===== src/rtl/acc_pkg.sv =====
// package: register map, field positions and encodings of the comparator control block
package acc_pkg;
   // ********************************
   // register offsets
   // ********************************
   localparam logic [7:0] ADDR_CONV_CTRL_B = 8'h7B;
   localparam logic [7:0] ADDR_CMP_CTRL_STATUS = 8'h50;
   localparam logic [7:0] ADDR_CONV_CTRL_A = 8'h7A;
   localparam logic [7:0] ADDR_CONV_MUX = 8'h7C;
   localparam logic [7:0] ADDR_EVT_STATUS = 8'hE0;
   localparam logic [7:0] ADDR_EVT_MASK = 8'hE1;
   // ********************************
   // field positions
   // ********************************
   localparam int BIT_NEG_MUX_ENABLE = 6;
   localparam int BIT_CMP_DISABLE = 7;
   localparam int BIT_REF_SELECT = 6;
   localparam int BIT_CMP_RESULT = 5;
   localparam int BIT_CMP_IRQ_FLAG = 4;
   localparam int BIT_CMP_IRQ_ENABLE = 3;
   localparam int BIT_CAPTURE_ROUTE = 2;
   localparam int BIT_CONVERTER_ENABLE = 7;
   localparam int BIT_EVT_CMP = 0;
   localparam int BIT_EVT_RESULT_CHG = 1;
   // ********************************
   // reset values
   // ********************************
   localparam logic [7:0] RST_CONV_CTRL_B = 8'h00;
   localparam logic [7:0] RST_CMP_CTRL = 8'h00;
   localparam logic [7:0] RST_CONV_CTRL_A = 8'h00;
   localparam logic [7:0] RST_CONV_MUX = 8'h00;
   localparam logic [1:0] RST_EVT = 2'h0;
   // ********************************
   // interrupt mode encodings
   // ********************************
   localparam logic [1:0] MODE_TOGGLE = 2'h0;
   localparam logic [1:0] MODE_RESERVED = 2'h1;
   localparam logic [1:0] MODE_FALL = 2'h2;
   localparam logic [1:0] MODE_RISE = 2'h3;
   // negative input route codes
   localparam logic [3:0] NEG_ROUTE_PIN = 4'h8;
   // synchroniser depth
   localparam int SYNC_STAGES = 2;
endpackage


===== src/rtl/acc_sync.sv =====
// two-flop synchroniser for the asynchronous comparator decision
`timescale 1ns/100ps
`default_nettype none
module acc_sync
   import acc_pkg::*;
(
   input wire logic core_clk_i,  // system clock
   input wire logic reset_n_i,   // synchronous reset, active low
   input wire logic async_i,     // raw level from the analog side
   output logic sync_o           // level safe for core logic
);
   logic meta_ff;
   logic sync_ff;

   // first stage is read by the second stage only
   always_ff @(posedge core_clk_i)
   begin
      if (!reset_n_i)
      begin
         meta_ff <= 1'b0;
         sync_ff <= 1'b0;
      end
      else
      begin
         meta_ff <= async_i;
         sync_ff <= meta_ff;
      end
   end

   assign sync_o = sync_ff;
endmodule
`default_nettype wire


===== src/rtl/acc_top.sv =====
// comparator control logic: input select, result sync, event detect, capture route, registers
`timescale 1ns/100ps
`default_nettype none
module acc_top
   import acc_pkg::*;
(
   input wire logic core_clk_i,         // system clock, 50 MHz
   input wire logic reset_n_i,          // synchronous reset, active low
   input wire logic [7:0] addr_i,       // register address
   input wire logic [7:0] wdata_i,      // write data
   input wire logic wr_i,               // write strobe
   input wire logic rd_i,               // read strobe
   output logic [7:0] rdata_o,          // read data, cycle after the strobe
   input wire logic cmp_raw_i,          // analog comparator decision, asynchronous
   input wire logic global_irq_en_i,    // processor global interrupt enable
   input wire logic vector_ack_i,       // processor enters the comparator vector
   output logic cmp_irq_o,              // comparator interrupt request
   output logic evt_irq_o,              // summary interrupt from event status
   output logic ref_select_o,           // 1: internal reference on positive input
   output logic cmp_power_down_o,       // 1: comparator unpowered
   output logic [3:0] neg_route_o,      // 0..7 converter channel, 8 negative pin
   output logic converter_enable_o,     // converter on
   output logic [2:0] trigger_source_sel_o, // converter trigger source
   output logic capture_route_enable_o, // result routed to timer capture
   output logic capture_input_o         // comparator result for the timer front end
);
   // ********************************
   // register state
   // ********************************
   logic neg_mux_enable_ff;
   logic [2:0] trigger_source_sel_ff;
   logic cmp_disable_ff;
   logic ref_select_ff;
   logic cmp_irq_flag_ff;
   logic cmp_irq_enable_ff;
   logic capture_route_enable_ff;
   logic [1:0] irq_mode_ff;
   logic converter_enable_ff;
   logic [6:0] conv_ctrl_a_rest_ff;
   logic [2:0] channel_select_ff;
   logic [4:0] conv_mux_rest_ff;
   logic [1:0] evt_status_ff;
   logic [1:0] evt_mask_ff;
   logic [7:0] rdata_ff;
   logic cmp_irq_ff;
   logic evt_irq_ff;
   logic [3:0] neg_route_ff;
   logic capture_input_ff;
   logic cmp_result;
   logic cmp_prev_ff;
   logic cmp_event;
   logic result_chg;
   logic [7:0] nxt_rdata;
   logic wr_ctrl;

   function automatic logic hit(input logic [7:0] a, input logic [7:0] off);
      hit = (a == off);
   endfunction

   assign wr_ctrl = wr_i && hit(addr_i, ADDR_CMP_CTRL_STATUS);

   // ********************************
   // result synchroniser
   // ********************************
   // the analog decision is already the comparison, only the timing needs fixing
   acc_sync u_sync (
      .core_clk_i(core_clk_i),
      .reset_n_i(reset_n_i),
      .async_i(cmp_raw_i),
      .sync_o(cmp_result)
   );

   // previous sample for edge detection
   always_ff @(posedge core_clk_i)
   begin
      if (!reset_n_i)
         cmp_prev_ff <= 1'b0;
      else
         cmp_prev_ff <= cmp_result;
   end

   // event decode; reserved mode never fires so a stray code cannot interrupt
   always_comb
   begin
      result_chg = cmp_result ^ cmp_prev_ff;
      unique case (irq_mode_ff)
         MODE_TOGGLE: cmp_event = result_chg;
         MODE_RESERVED: cmp_event = 1'b0;
         MODE_FALL: cmp_event = cmp_prev_ff && !cmp_result;
         MODE_RISE: cmp_event = !cmp_prev_ff && cmp_result;
      endcase
   end

   // ********************************
   // control registers
   // ********************************
   // converter control B: mux enable and trigger select
   always_ff @(posedge core_clk_i)
   begin
      if (!reset_n_i)
      begin
         neg_mux_enable_ff <= RST_CONV_CTRL_B[BIT_NEG_MUX_ENABLE];
         trigger_source_sel_ff <= RST_CONV_CTRL_B[2:0];
      end
      else if (wr_i && hit(addr_i, ADDR_CONV_CTRL_B))
      begin
         neg_mux_enable_ff <= wdata_i[BIT_NEG_MUX_ENABLE];
         trigger_source_sel_ff <= wdata_i[2:0];
      end
   end

   // comparator control; disable written any time, no gating on state
   always_ff @(posedge core_clk_i)
   begin
      if (!reset_n_i)
      begin
         cmp_disable_ff <= RST_CMP_CTRL[BIT_CMP_DISABLE];
         ref_select_ff <= RST_CMP_CTRL[BIT_REF_SELECT];
         cmp_irq_enable_ff <= RST_CMP_CTRL[BIT_CMP_IRQ_ENABLE];
         capture_route_enable_ff <= RST_CMP_CTRL[BIT_CAPTURE_ROUTE];
         irq_mode_ff <= RST_CMP_CTRL[1:0];
      end
      else if (wr_ctrl)
      begin
         cmp_disable_ff <= wdata_i[BIT_CMP_DISABLE];
         ref_select_ff <= wdata_i[BIT_REF_SELECT];
         cmp_irq_enable_ff <= wdata_i[BIT_CMP_IRQ_ENABLE];
         capture_route_enable_ff <= wdata_i[BIT_CAPTURE_ROUTE];
         irq_mode_ff <= wdata_i[1:0];
      end
   end

   // interrupt flag: a same-cycle event beats both clear paths
   always_ff @(posedge core_clk_i)
   begin
      if (!reset_n_i)
         cmp_irq_flag_ff <= RST_CMP_CTRL[BIT_CMP_IRQ_FLAG];
      else if (cmp_event)
         cmp_irq_flag_ff <= 1'b1;
      else if (vector_ack_i)
         cmp_irq_flag_ff <= 1'b0;
      else if (wr_ctrl && wdata_i[BIT_CMP_IRQ_FLAG])
         cmp_irq_flag_ff <= 1'b0;
   end

   // converter control A and mux; only the enable and channel act here
   always_ff @(posedge core_clk_i)
   begin
      if (!reset_n_i)
      begin
         converter_enable_ff <= RST_CONV_CTRL_A[BIT_CONVERTER_ENABLE];
         conv_ctrl_a_rest_ff <= RST_CONV_CTRL_A[6:0];
         channel_select_ff <= RST_CONV_MUX[2:0];
         conv_mux_rest_ff <= RST_CONV_MUX[7:3];
      end
      else
      begin
         if (wr_i && hit(addr_i, ADDR_CONV_CTRL_A))
         begin
            converter_enable_ff <= wdata_i[BIT_CONVERTER_ENABLE];
            conv_ctrl_a_rest_ff <= wdata_i[6:0];
         end
         if (wr_i && hit(addr_i, ADDR_CONV_MUX))
         begin
            channel_select_ff <= wdata_i[2:0];
            conv_mux_rest_ff <= wdata_i[7:3];
         end
      end
   end

   // ********************************
   // input routing and capture
   // ********************************
   // power reduction is software's job; the channel route is taken only while the mux enable is set and the converter is off, else the pin
   always_ff @(posedge core_clk_i)
   begin
      if (!reset_n_i)
         neg_route_ff <= NEG_ROUTE_PIN;
      else if (neg_mux_enable_ff && !converter_enable_ff)
         neg_route_ff <= {1'b0, channel_select_ff};
      else
         neg_route_ff <= NEG_ROUTE_PIN;
   end

   // capture feed held low when not routed, so the timer sees no edges
   always_ff @(posedge core_clk_i)
   begin
      if (!reset_n_i)
         capture_input_ff <= 1'b0;
      else
         capture_input_ff <= capture_route_enable_ff && cmp_result;
   end

   // ********************************
   // interrupts
   // ********************************
   // software must drop the enable around mode or disable changes
   always_ff @(posedge core_clk_i)
   begin
      if (!reset_n_i)
         cmp_irq_ff <= 1'b0;
      else
         cmp_irq_ff <= cmp_irq_flag_ff && cmp_irq_enable_ff && global_irq_en_i;
   end

   // event status: sticky, read clears, set wins over the read clear
   always_ff @(posedge core_clk_i)
   begin
      if (!reset_n_i)
         evt_status_ff <= RST_EVT;
      else
      begin
         for (int i = 0; i < 2; i++)
         begin
            if ((i == BIT_EVT_CMP && cmp_event) || (i == BIT_EVT_RESULT_CHG && result_chg))
               evt_status_ff[i] <= 1'b1;
            else if (rd_i && hit(addr_i, ADDR_EVT_STATUS))
               evt_status_ff[i] <= 1'b0;
         end
      end
   end

   always_ff @(posedge core_clk_i)
   begin
      if (!reset_n_i)
         evt_mask_ff <= RST_EVT;
      else if (wr_i && hit(addr_i, ADDR_EVT_MASK))
         evt_mask_ff <= wdata_i[1:0];
   end

   always_ff @(posedge core_clk_i)
   begin
      if (!reset_n_i)
         evt_irq_ff <= 1'b0;
      else
         evt_irq_ff <= |(evt_status_ff & evt_mask_ff);
   end

   // ********************************
   // read path
   // ********************************
   // unmapped addresses read zero
   always_comb
   begin
      nxt_rdata = 8'h00;
      unique case (1'b1)
         hit(addr_i, ADDR_CONV_CTRL_B):
            nxt_rdata = {1'b0, neg_mux_enable_ff, 3'h0, trigger_source_sel_ff};
         hit(addr_i, ADDR_CMP_CTRL_STATUS):
            nxt_rdata = {cmp_disable_ff, ref_select_ff, cmp_result, cmp_irq_flag_ff,
                         cmp_irq_enable_ff, capture_route_enable_ff, irq_mode_ff};
         hit(addr_i, ADDR_CONV_CTRL_A):
            nxt_rdata = {converter_enable_ff, conv_ctrl_a_rest_ff};
         hit(addr_i, ADDR_CONV_MUX):
            nxt_rdata = {conv_mux_rest_ff, channel_select_ff};
         hit(addr_i, ADDR_EVT_STATUS):
            nxt_rdata = {6'h00, evt_status_ff};
         hit(addr_i, ADDR_EVT_MASK):
            nxt_rdata = {6'h00, evt_mask_ff};
         default:
            nxt_rdata = 8'h00;
      endcase
   end

   // data stand only in the cycle after the strobe
   always_ff @(posedge core_clk_i)
   begin
      if (!reset_n_i)
         rdata_ff <= 8'h00;
      else if (rd_i)
         rdata_ff <= nxt_rdata;
      else
         rdata_ff <= 8'h00;
   end

   assign rdata_o = rdata_ff;
   assign cmp_irq_o = cmp_irq_ff;
   assign evt_irq_o = evt_irq_ff;
   assign ref_select_o = ref_select_ff;
   assign cmp_power_down_o = cmp_disable_ff;
   assign neg_route_o = neg_route_ff;
   assign converter_enable_o = converter_enable_ff;
   assign trigger_source_sel_o = trigger_source_sel_ff;
   assign capture_route_enable_o = capture_route_enable_ff;
   assign capture_input_o = capture_input_ff;
endmodule
`default_nettype wire


===== config.mk =====
export PLATFORM = sky130hd
export DESIGN_NAME = acc_top
export DESIGN_NICKNAME = d
export VERILOG_FILES = /design/src/rtl/acc_pkg.sv /design/src/rtl/acc_sync.sv /design/src/rtl/acc_top.sv
export SDC_FILE = /design/constraint.sdc
export NUM_CORES = 1
export LEC_CHECK = 0
export ABC_AREA = 1
export BUFFER_PORTS_ARGS = -buffer_cell sky130_fd_sc_hd__buf_2
export CORE_MARGIN = 2
export CORE_UTILIZATION = 48
export CTS_BUF_LIST = sky130_fd_sc_hd__clkbuf_4 sky130_fd_sc_hd__clkbuf_8 sky130_fd_sc_hd__clkbuf_16
export DETAILED_ROUTE_END_ITERATION = 7
export PLACE_DENSITY = 0.72
export SETUP_SLACK_MARGIN = 0.4
export SLEW_MARGIN = 20
export SYNTH_ARGS = -nofsm -noshare
export SYNTH_HDL_FRONTEND = slang
export SYNTH_SLANG_ARGS = --single-unit

===== constraint.sdc =====
create_clock -name core_clk_i -period 1.1 [get_ports core_clk_i]
set_input_delay 0.055 -clock core_clk_i [delete_from_list [all_inputs] [get_ports core_clk_i]]
set_output_delay 0.055 -clock core_clk_i [all_outputs]
set_load 0.01 [all_outputs]

# Word-level counts from Yosys, hierarchy flattened
# Cells that the tools add are included.
[totals] ff_bits=49 inputBits=23 output_inout_bits=22 elab_cells=67
[classes] eq_ne=9 n_mux=9 n_bitwise=2 reduce_logical=23
[op_table] op="$pmux W8 S6" n=1
[op_table] op="$eq A8 B7 Y1 const B" n=4
[op_table] op="$eq A8 B8 Y1 const B" n=2
[op_table] op="$logic_and A1 B1 Y1" n=13
[op_table] op="$mux W1" n=6
[op_table] op="$eq A2 B2 Y1 const B" n=2
[op_table] op="$mux W4" n=1
[op_table] op="$pmux W1 S4" n=1
[op_table] op="$reduce_and A2 Y1" n=2
[op_table] op="$reduce_bool A2 Y1" n=2
[op_table] op="$logic_not A1 Y1" n=3
[op_table] op="$reduce_bool A3 Y1" n=1
[op_table] op="$and A2 B2 Y2" n=1
[op_table] op="$eq A2 B1 Y1 const B" n=1
[op_table] op="$logic_not A2 Y1" n=1
[op_table] op="$reduce_or A2 Y1" n=1
[op_table] op="$xor A1 B1 Y1" n=1

# Depth between registers and ports, before layout
[logic_depth] ltp_word=6 depth_mapped=10 mapped_depth_nobuf=9

# By module
# From an unflattened synthesis, not the netlist that was laid out.
[unflattened] cells_unflattened=297 hier_area_um2=2098.3
[modules_own_cells] module="acc_top" n_inst=1 cells_per_inst=291 area_each_um2=2043.2
[modules_own_cells] module="acc_sync" n_inst=1 cells_per_inst=6 area_each_um2=55.1

# Worst setup path before layout
# OpenSTA, ideal clock, no wires.
[synth_timing] kind="register to register" from="reg u_sync.sync_ff (netlist: u_sync.sync_o)" to="reg cmp_irq_flag_ff" setup_time_ns=0.134 arrival_ns=0.946 t_required_ns=0.966 setup_slack_ns=0.020 stages_incl_launch_ff=6 path_buffers=0 path_cell_list="dfxtp_1 inv_1 ha_1 nor2_1 o221ai_1 a21oi_1"
[synth_between] elab_chain_len=4 elab_cells_between_ends=7
[synth_rtl] item="start: declaration" line_no="acc_sync.sv:13" source="logic sync_ff;"
[synth_rtl] item="start signal: assignment" line_no="acc_sync.sv:26" source="sync_ff <= meta_ff;"
[synth_rtl] item="$logic_not A1 Y1" line_no="acc_top.sv:89" source="MODE_FALL: cmp_event = cmp_prev_ff && !cmp_result;"
[synth_rtl] item="$logic_and A1 B1 Y1" line_no="acc_top.sv:89"
[synth_rtl] item="$pmux W1 S4 (*)" line_no="acc_top.sv:86" source="unique case (irq_mode_ff)"
[synth_rtl] item="$reduce_bool A3 Y1 (no source line) or $mux W1 (tied branches)"
[synth_rtl] item="end signal: assignment" line_no="acc_top.sv:137" source="cmp_irq_flag_ff <= RST_CMP_CTRL[BIT_CMP_IRQ_FLAG];"
[synth_rtl] item="end: declaration" line_no="acc_top.sv:34" source="logic cmp_irq_flag_ff;"
# Every way passes the cells marked *; elsewhere a longest branch is shown, timed or not.
# A chain may end at the register's enable or synchronous reset.

# Final worst setup path
# Same ends and word-level chain as after synthesis.

==> metrics list <==
* HPWL Detailed: 3.890 mm
- The detail route stage leaves a number of antenna-violating nets equal to 0.
- Cell Pwr Density: 883.8 mW/mm2
- Mean routed wirelength per cell: around 18 um
- Synthesized netlist net count: 320
- The synthesized netlist devotes 10.62% of its cell area to compound gates.
* Slowest cell delay on critical path: 0.35 ns
- The worst setup path is captured at a register.
- The die is 70.10 um wide.
- The die covers about 0.0049 mm2.
- Antenna diode count: 0
- Worst-case vdd ir drop: 0.0009495 V
- Final weighted congestion in routability-driven placement: 0.8172
* Share of layout cells above drive strength 1: 65.27%
- Classification of the worst setup path: register to register
- Yosys mapped the design onto 24 distinct sky130hd cell types.
* Synth Register Bits: 49
* Total track usage: 27.62%
* Quantity of I/O buffers inserted on ports: 44
- The final layout contains routed wiring with a total length of 7.683 mm.
- For this run, the detailed router's first-pass iteration total came to 4.
- Once routing completed, OpenROAD measured the worst setup slack at -0.009232 ns.
* Basic-gate share of the synthesized area counting and, or, nand and nor cells: 32.34%
- The Yosys step of the flow raised 0 warnings.
* Buffers from clock root to sink, at most: 2
* DR vias: 2,394
* Main combinational cell family by area after synthesis: simple AND/OR/NAND/NOR gates
- Number of antenna violations at the first check in global routing: 0
- Clk Latency, worst-skew pair: just over 0.3 ns
* Biggest area consumer among synthesized cells: sky130_fd_sc_hd__dfxtp_1
- Number of instances in the synthesized netlist: slightly below 300
- Headroom to the max-slew limit came out at between 70% and 80%.
* Area of the multi-input gates: 0.001575 mm2
- Data on the critical path arrives at its endpoint at 1.31 ns.
- CP required: 1.30 ns
* Final cycle utilization of the critical path: 100.8%
* Iter 0 DRT Violations: 193
- Worst hold-check path type: primary input to register
- In the synthesized netlist the async set-or-reset flop fraction comes to 0%.
- Summed over all cells, the static leakage comes to 1.538 nW.
- The commonest cells after synthesis are sky130_fd_sc_hd__nand2_1 (84), sky130_fd_sc_hd__dfxtp_1 (49), sky130_fd_sc_hd__nand3_1 (40).
- Clock buffers created by TritonCTS: 5
- Slowest cell on the critical path: sky130_fd_sc_hd__dfxtp_2
* Initial standard-cell utilization of the core: around 49%
- Cells along the critical path: inv_2 -> ha_4 -> nor2_4 -> o221ai_4 -> a21oi_2
- For this run the aggregate overflow at the end of global routing stands at 0.
- A synthesized cell averages 7.109 um2.
* Clock-pin slew of the registers on the worst-case setup and hold paths: 0.10 ns
* Fraction of the mapped netlist area in adder cells: 1.193%
* Peak fanout along the critical path: 2
* H-tree levels: 2
* Global-route wire length before repair: roughly 11 mm
* Hold violation count in the final report: 0
- Sequential elements use a little under half of the synthesized area.
- For this design the top-level I/O count stands at 45.
* Clock sink count: 49
* Pin count of the biggest net entering global routing: 17
* Post-route minimum period: 1.109 ns
* Area of the core region: 0.004294 mm2
- Vias in the first global route: 2,236
- Post-Layout Cell Count: 435
- Signed area change from the synthesized netlist to the final layout: 78.40%
- TritonCTS built the clock tree.
* Actual slew at the worst max-slew pin: 0.3246 ns
- Yosys attributes the largest share of cell area to sky130_fd_sc_hd__dfxtp_1 (47%), sky130_fd_sc_hd__nand2_1 (15%), sky130_fd_sc_hd__nand3_1 (9.5%).
- Post-synthesis instance area: between 0.002 and 0.0025 mm2
- The final layout contains 407 nets.
- In the synthesized netlist, mux cells make up 0% of the area.
* Achievable clock frequency: around 900 MHz
* Height of the die: 70.10 um
* Worst clock skew on the final layout: 0.004636 ns
- By instance count, the leading cell after synthesis is sky130_fd_sc_hd__nand2_1.
- Critical Path Start Type: register
- Number of setup violations in the final report: 2
- Clk Tree Root Cell: sky130_fd_sc_hd__clkbuf_8
* Max-Cap Viols: 0
- Slew Limit Fails: 0
- The synthesized netlist devotes 0% of its cell area to XOR and XNOR gates.
- The floorplan has 24 rows.
* Number of placed instances with taps included: 400
- Setup repair after global routing could not meet its margin everywhere.
* Vias per std cell: 5.503
- Failing checks: negative setup slack
* Count of fill cells added during filler insertion: a little under 200
- Area occupied by registers: a little over 0.001 mm2
- Portion of synthesized cell area occupied by the leading cell type: 46.78%
- The flow ran to the end, but the final reports show violations.
* Number of enable flip-flop cells after synthesis: 0
- DRC Markers: 0
* Layout Utilization: 87.12%
* Most instantiated flip-flop cell in the synthesis netlist: sky130_fd_sc_hd__dfxtp_1
-- worst paths after layout --
| kind | from | endpoint | slack, ns | cells past startpoint |
|---|---|---|---|---|
| setup reg to reg | u_sync.sync_o$_SDFF_PN0_ | cmp_irq_flag_ff$_SDFFE_PN0P_ | -0.009 | 5 |
| hold reg to reg | u_sync.meta_ff$_SDFF_PN0_ | u_sync.sync_o$_SDFF_PN0_ | 0.42 | 2 |
| hold / removal | wdata_i[5] | conv_mux_rest_ff[2]$_SDFFE_PN0P_ | 0.01 | 3 |
| setup / recovery | u_sync.sync_o$_SDFF_PN0_ | cmp_irq_flag_ff$_SDFFE_PN0P_ | -0.009 | 5 |
-- area by class of cell --
class | instances | area share (%)
clock buffers | 5 | 1.839
multi-input cells | 205 | 42.11
repair buffers | 89 | 22.71
flip-flops and latches | 49 | 27.22
well taps | 52 | 1.739
clock inverters | 3 | 0.5686
inverters | 32 | 3.813
-- cells by family (layout without fill, tap and decap cells) --
kind of cell | count (synthesis) | count (layout)
buffers and inverters | 42 | 129
DFF | 49 | 49
adders and majority gates | 2 | 2
and+or+nand+nor | 159 | 160
AOI/OAI and AO/OA | 43 | 43
-- placed cells by master, fill, tap and decap left out, drive strengths merged --
cell	synthesis	final
clkinvlp	0	1
clkinv	1	2
buf	5	86
nand3	41	41
nor3	1	1
clkbuf	5	6
nor2	29	29
dfxtp	49	49
and2	1	2
nand2	86	86
o21ai	8	8
inv	31	32
nand3b	1	1
ha	2	2
o221ai	1	1
a21oi	34	34
dlygate4sd3	0	2
-- critical path, delay by kind of cell, from the launching register on --
| kind | cells | cell delay, ns |
|---|---|---|
| buffers and inverters | 1 | 0.06 |
| flip-flops | 1 | 0.35 |
| AO/OA/AOI/OAI | 2 | 0.28 |
| AND/OR/NAND/NOR | 1 | 0.04 |
| adder cells (fa/ha/maj) | 1 | 0.28 |
-- power by group --
part / internal [mW] / switching (mW)
Clock: 0.452 / 0.649
Combinational: 0.167 / 0.246
Sequential: 1.78 / 0.0114
-- layer usage --
metal	vias to the layer above	wire [um]	global-route usage [%]	share of wire, %
met5	-	0	0	0
met3	24	444	5.051	5.8
met1	1142	2909	32.97	38
li1	1120	-	-	-
met4	0	248	11.11	3.2
met2	108	4081	48.78	53
-- sequential cells by signal, summed over array words and instances (netlist names) --
signal / cells
irq_mode_ff: 2
evt_irq_o: 1
neg_route_o: 4
cmp_prev_ff: 1
cmp_irq_flag_ff: 1
u_sync.meta_ff: 1
channel_select_ff: 3
neg_mux_enable_ff: 1
rdata_o: 8
evt_mask_ff: 2
capture_route_enable_o: 1
cmp_irq_enable_ff: 1
evt_status_ff: 2
cmp_power_down_o: 1
conv_ctrl_a_rest_ff: 7
capture_input_o: 1
ref_select_o: 1
trigger_source_sel_o: 3
converter_enable_o: 1
conv_mux_rest_ff: 5
cmp_irq_o: 1
u_sync.sync_o: 1
-- what timing repair did --
action	4_1_cts	5_1_grt
setup buffers	15	8
resized for setup	114	69
hold buffers	2	0
endpoints found under the setup margin	60	66
pin swaps	34	30
hold endpoints to repair	2	0
cloned	2	0
-- through the flow --
step	hold slack (ns)	setup slack, ns	power, mW	area [um2]	setup TNS, ns
3_5_place_dp	0.2464	-0.1135	2.099	2749	-0.3374
5_1_grt	0.01430	-0.04565	3.397	3741	-0.09079
4_1_cts	0.004083	-0.0008128	3.228	3416	-0.0008128
2_1_floorplan	0.1526	0.05529	1.975	2371	0
3_3_place_gp	0.2428	-0.08486	2.097	2749	-0.2156
6_report	0.01328	-0.009232	3.306	3741	-0.01105
Power figures use the tool's default switching activity.
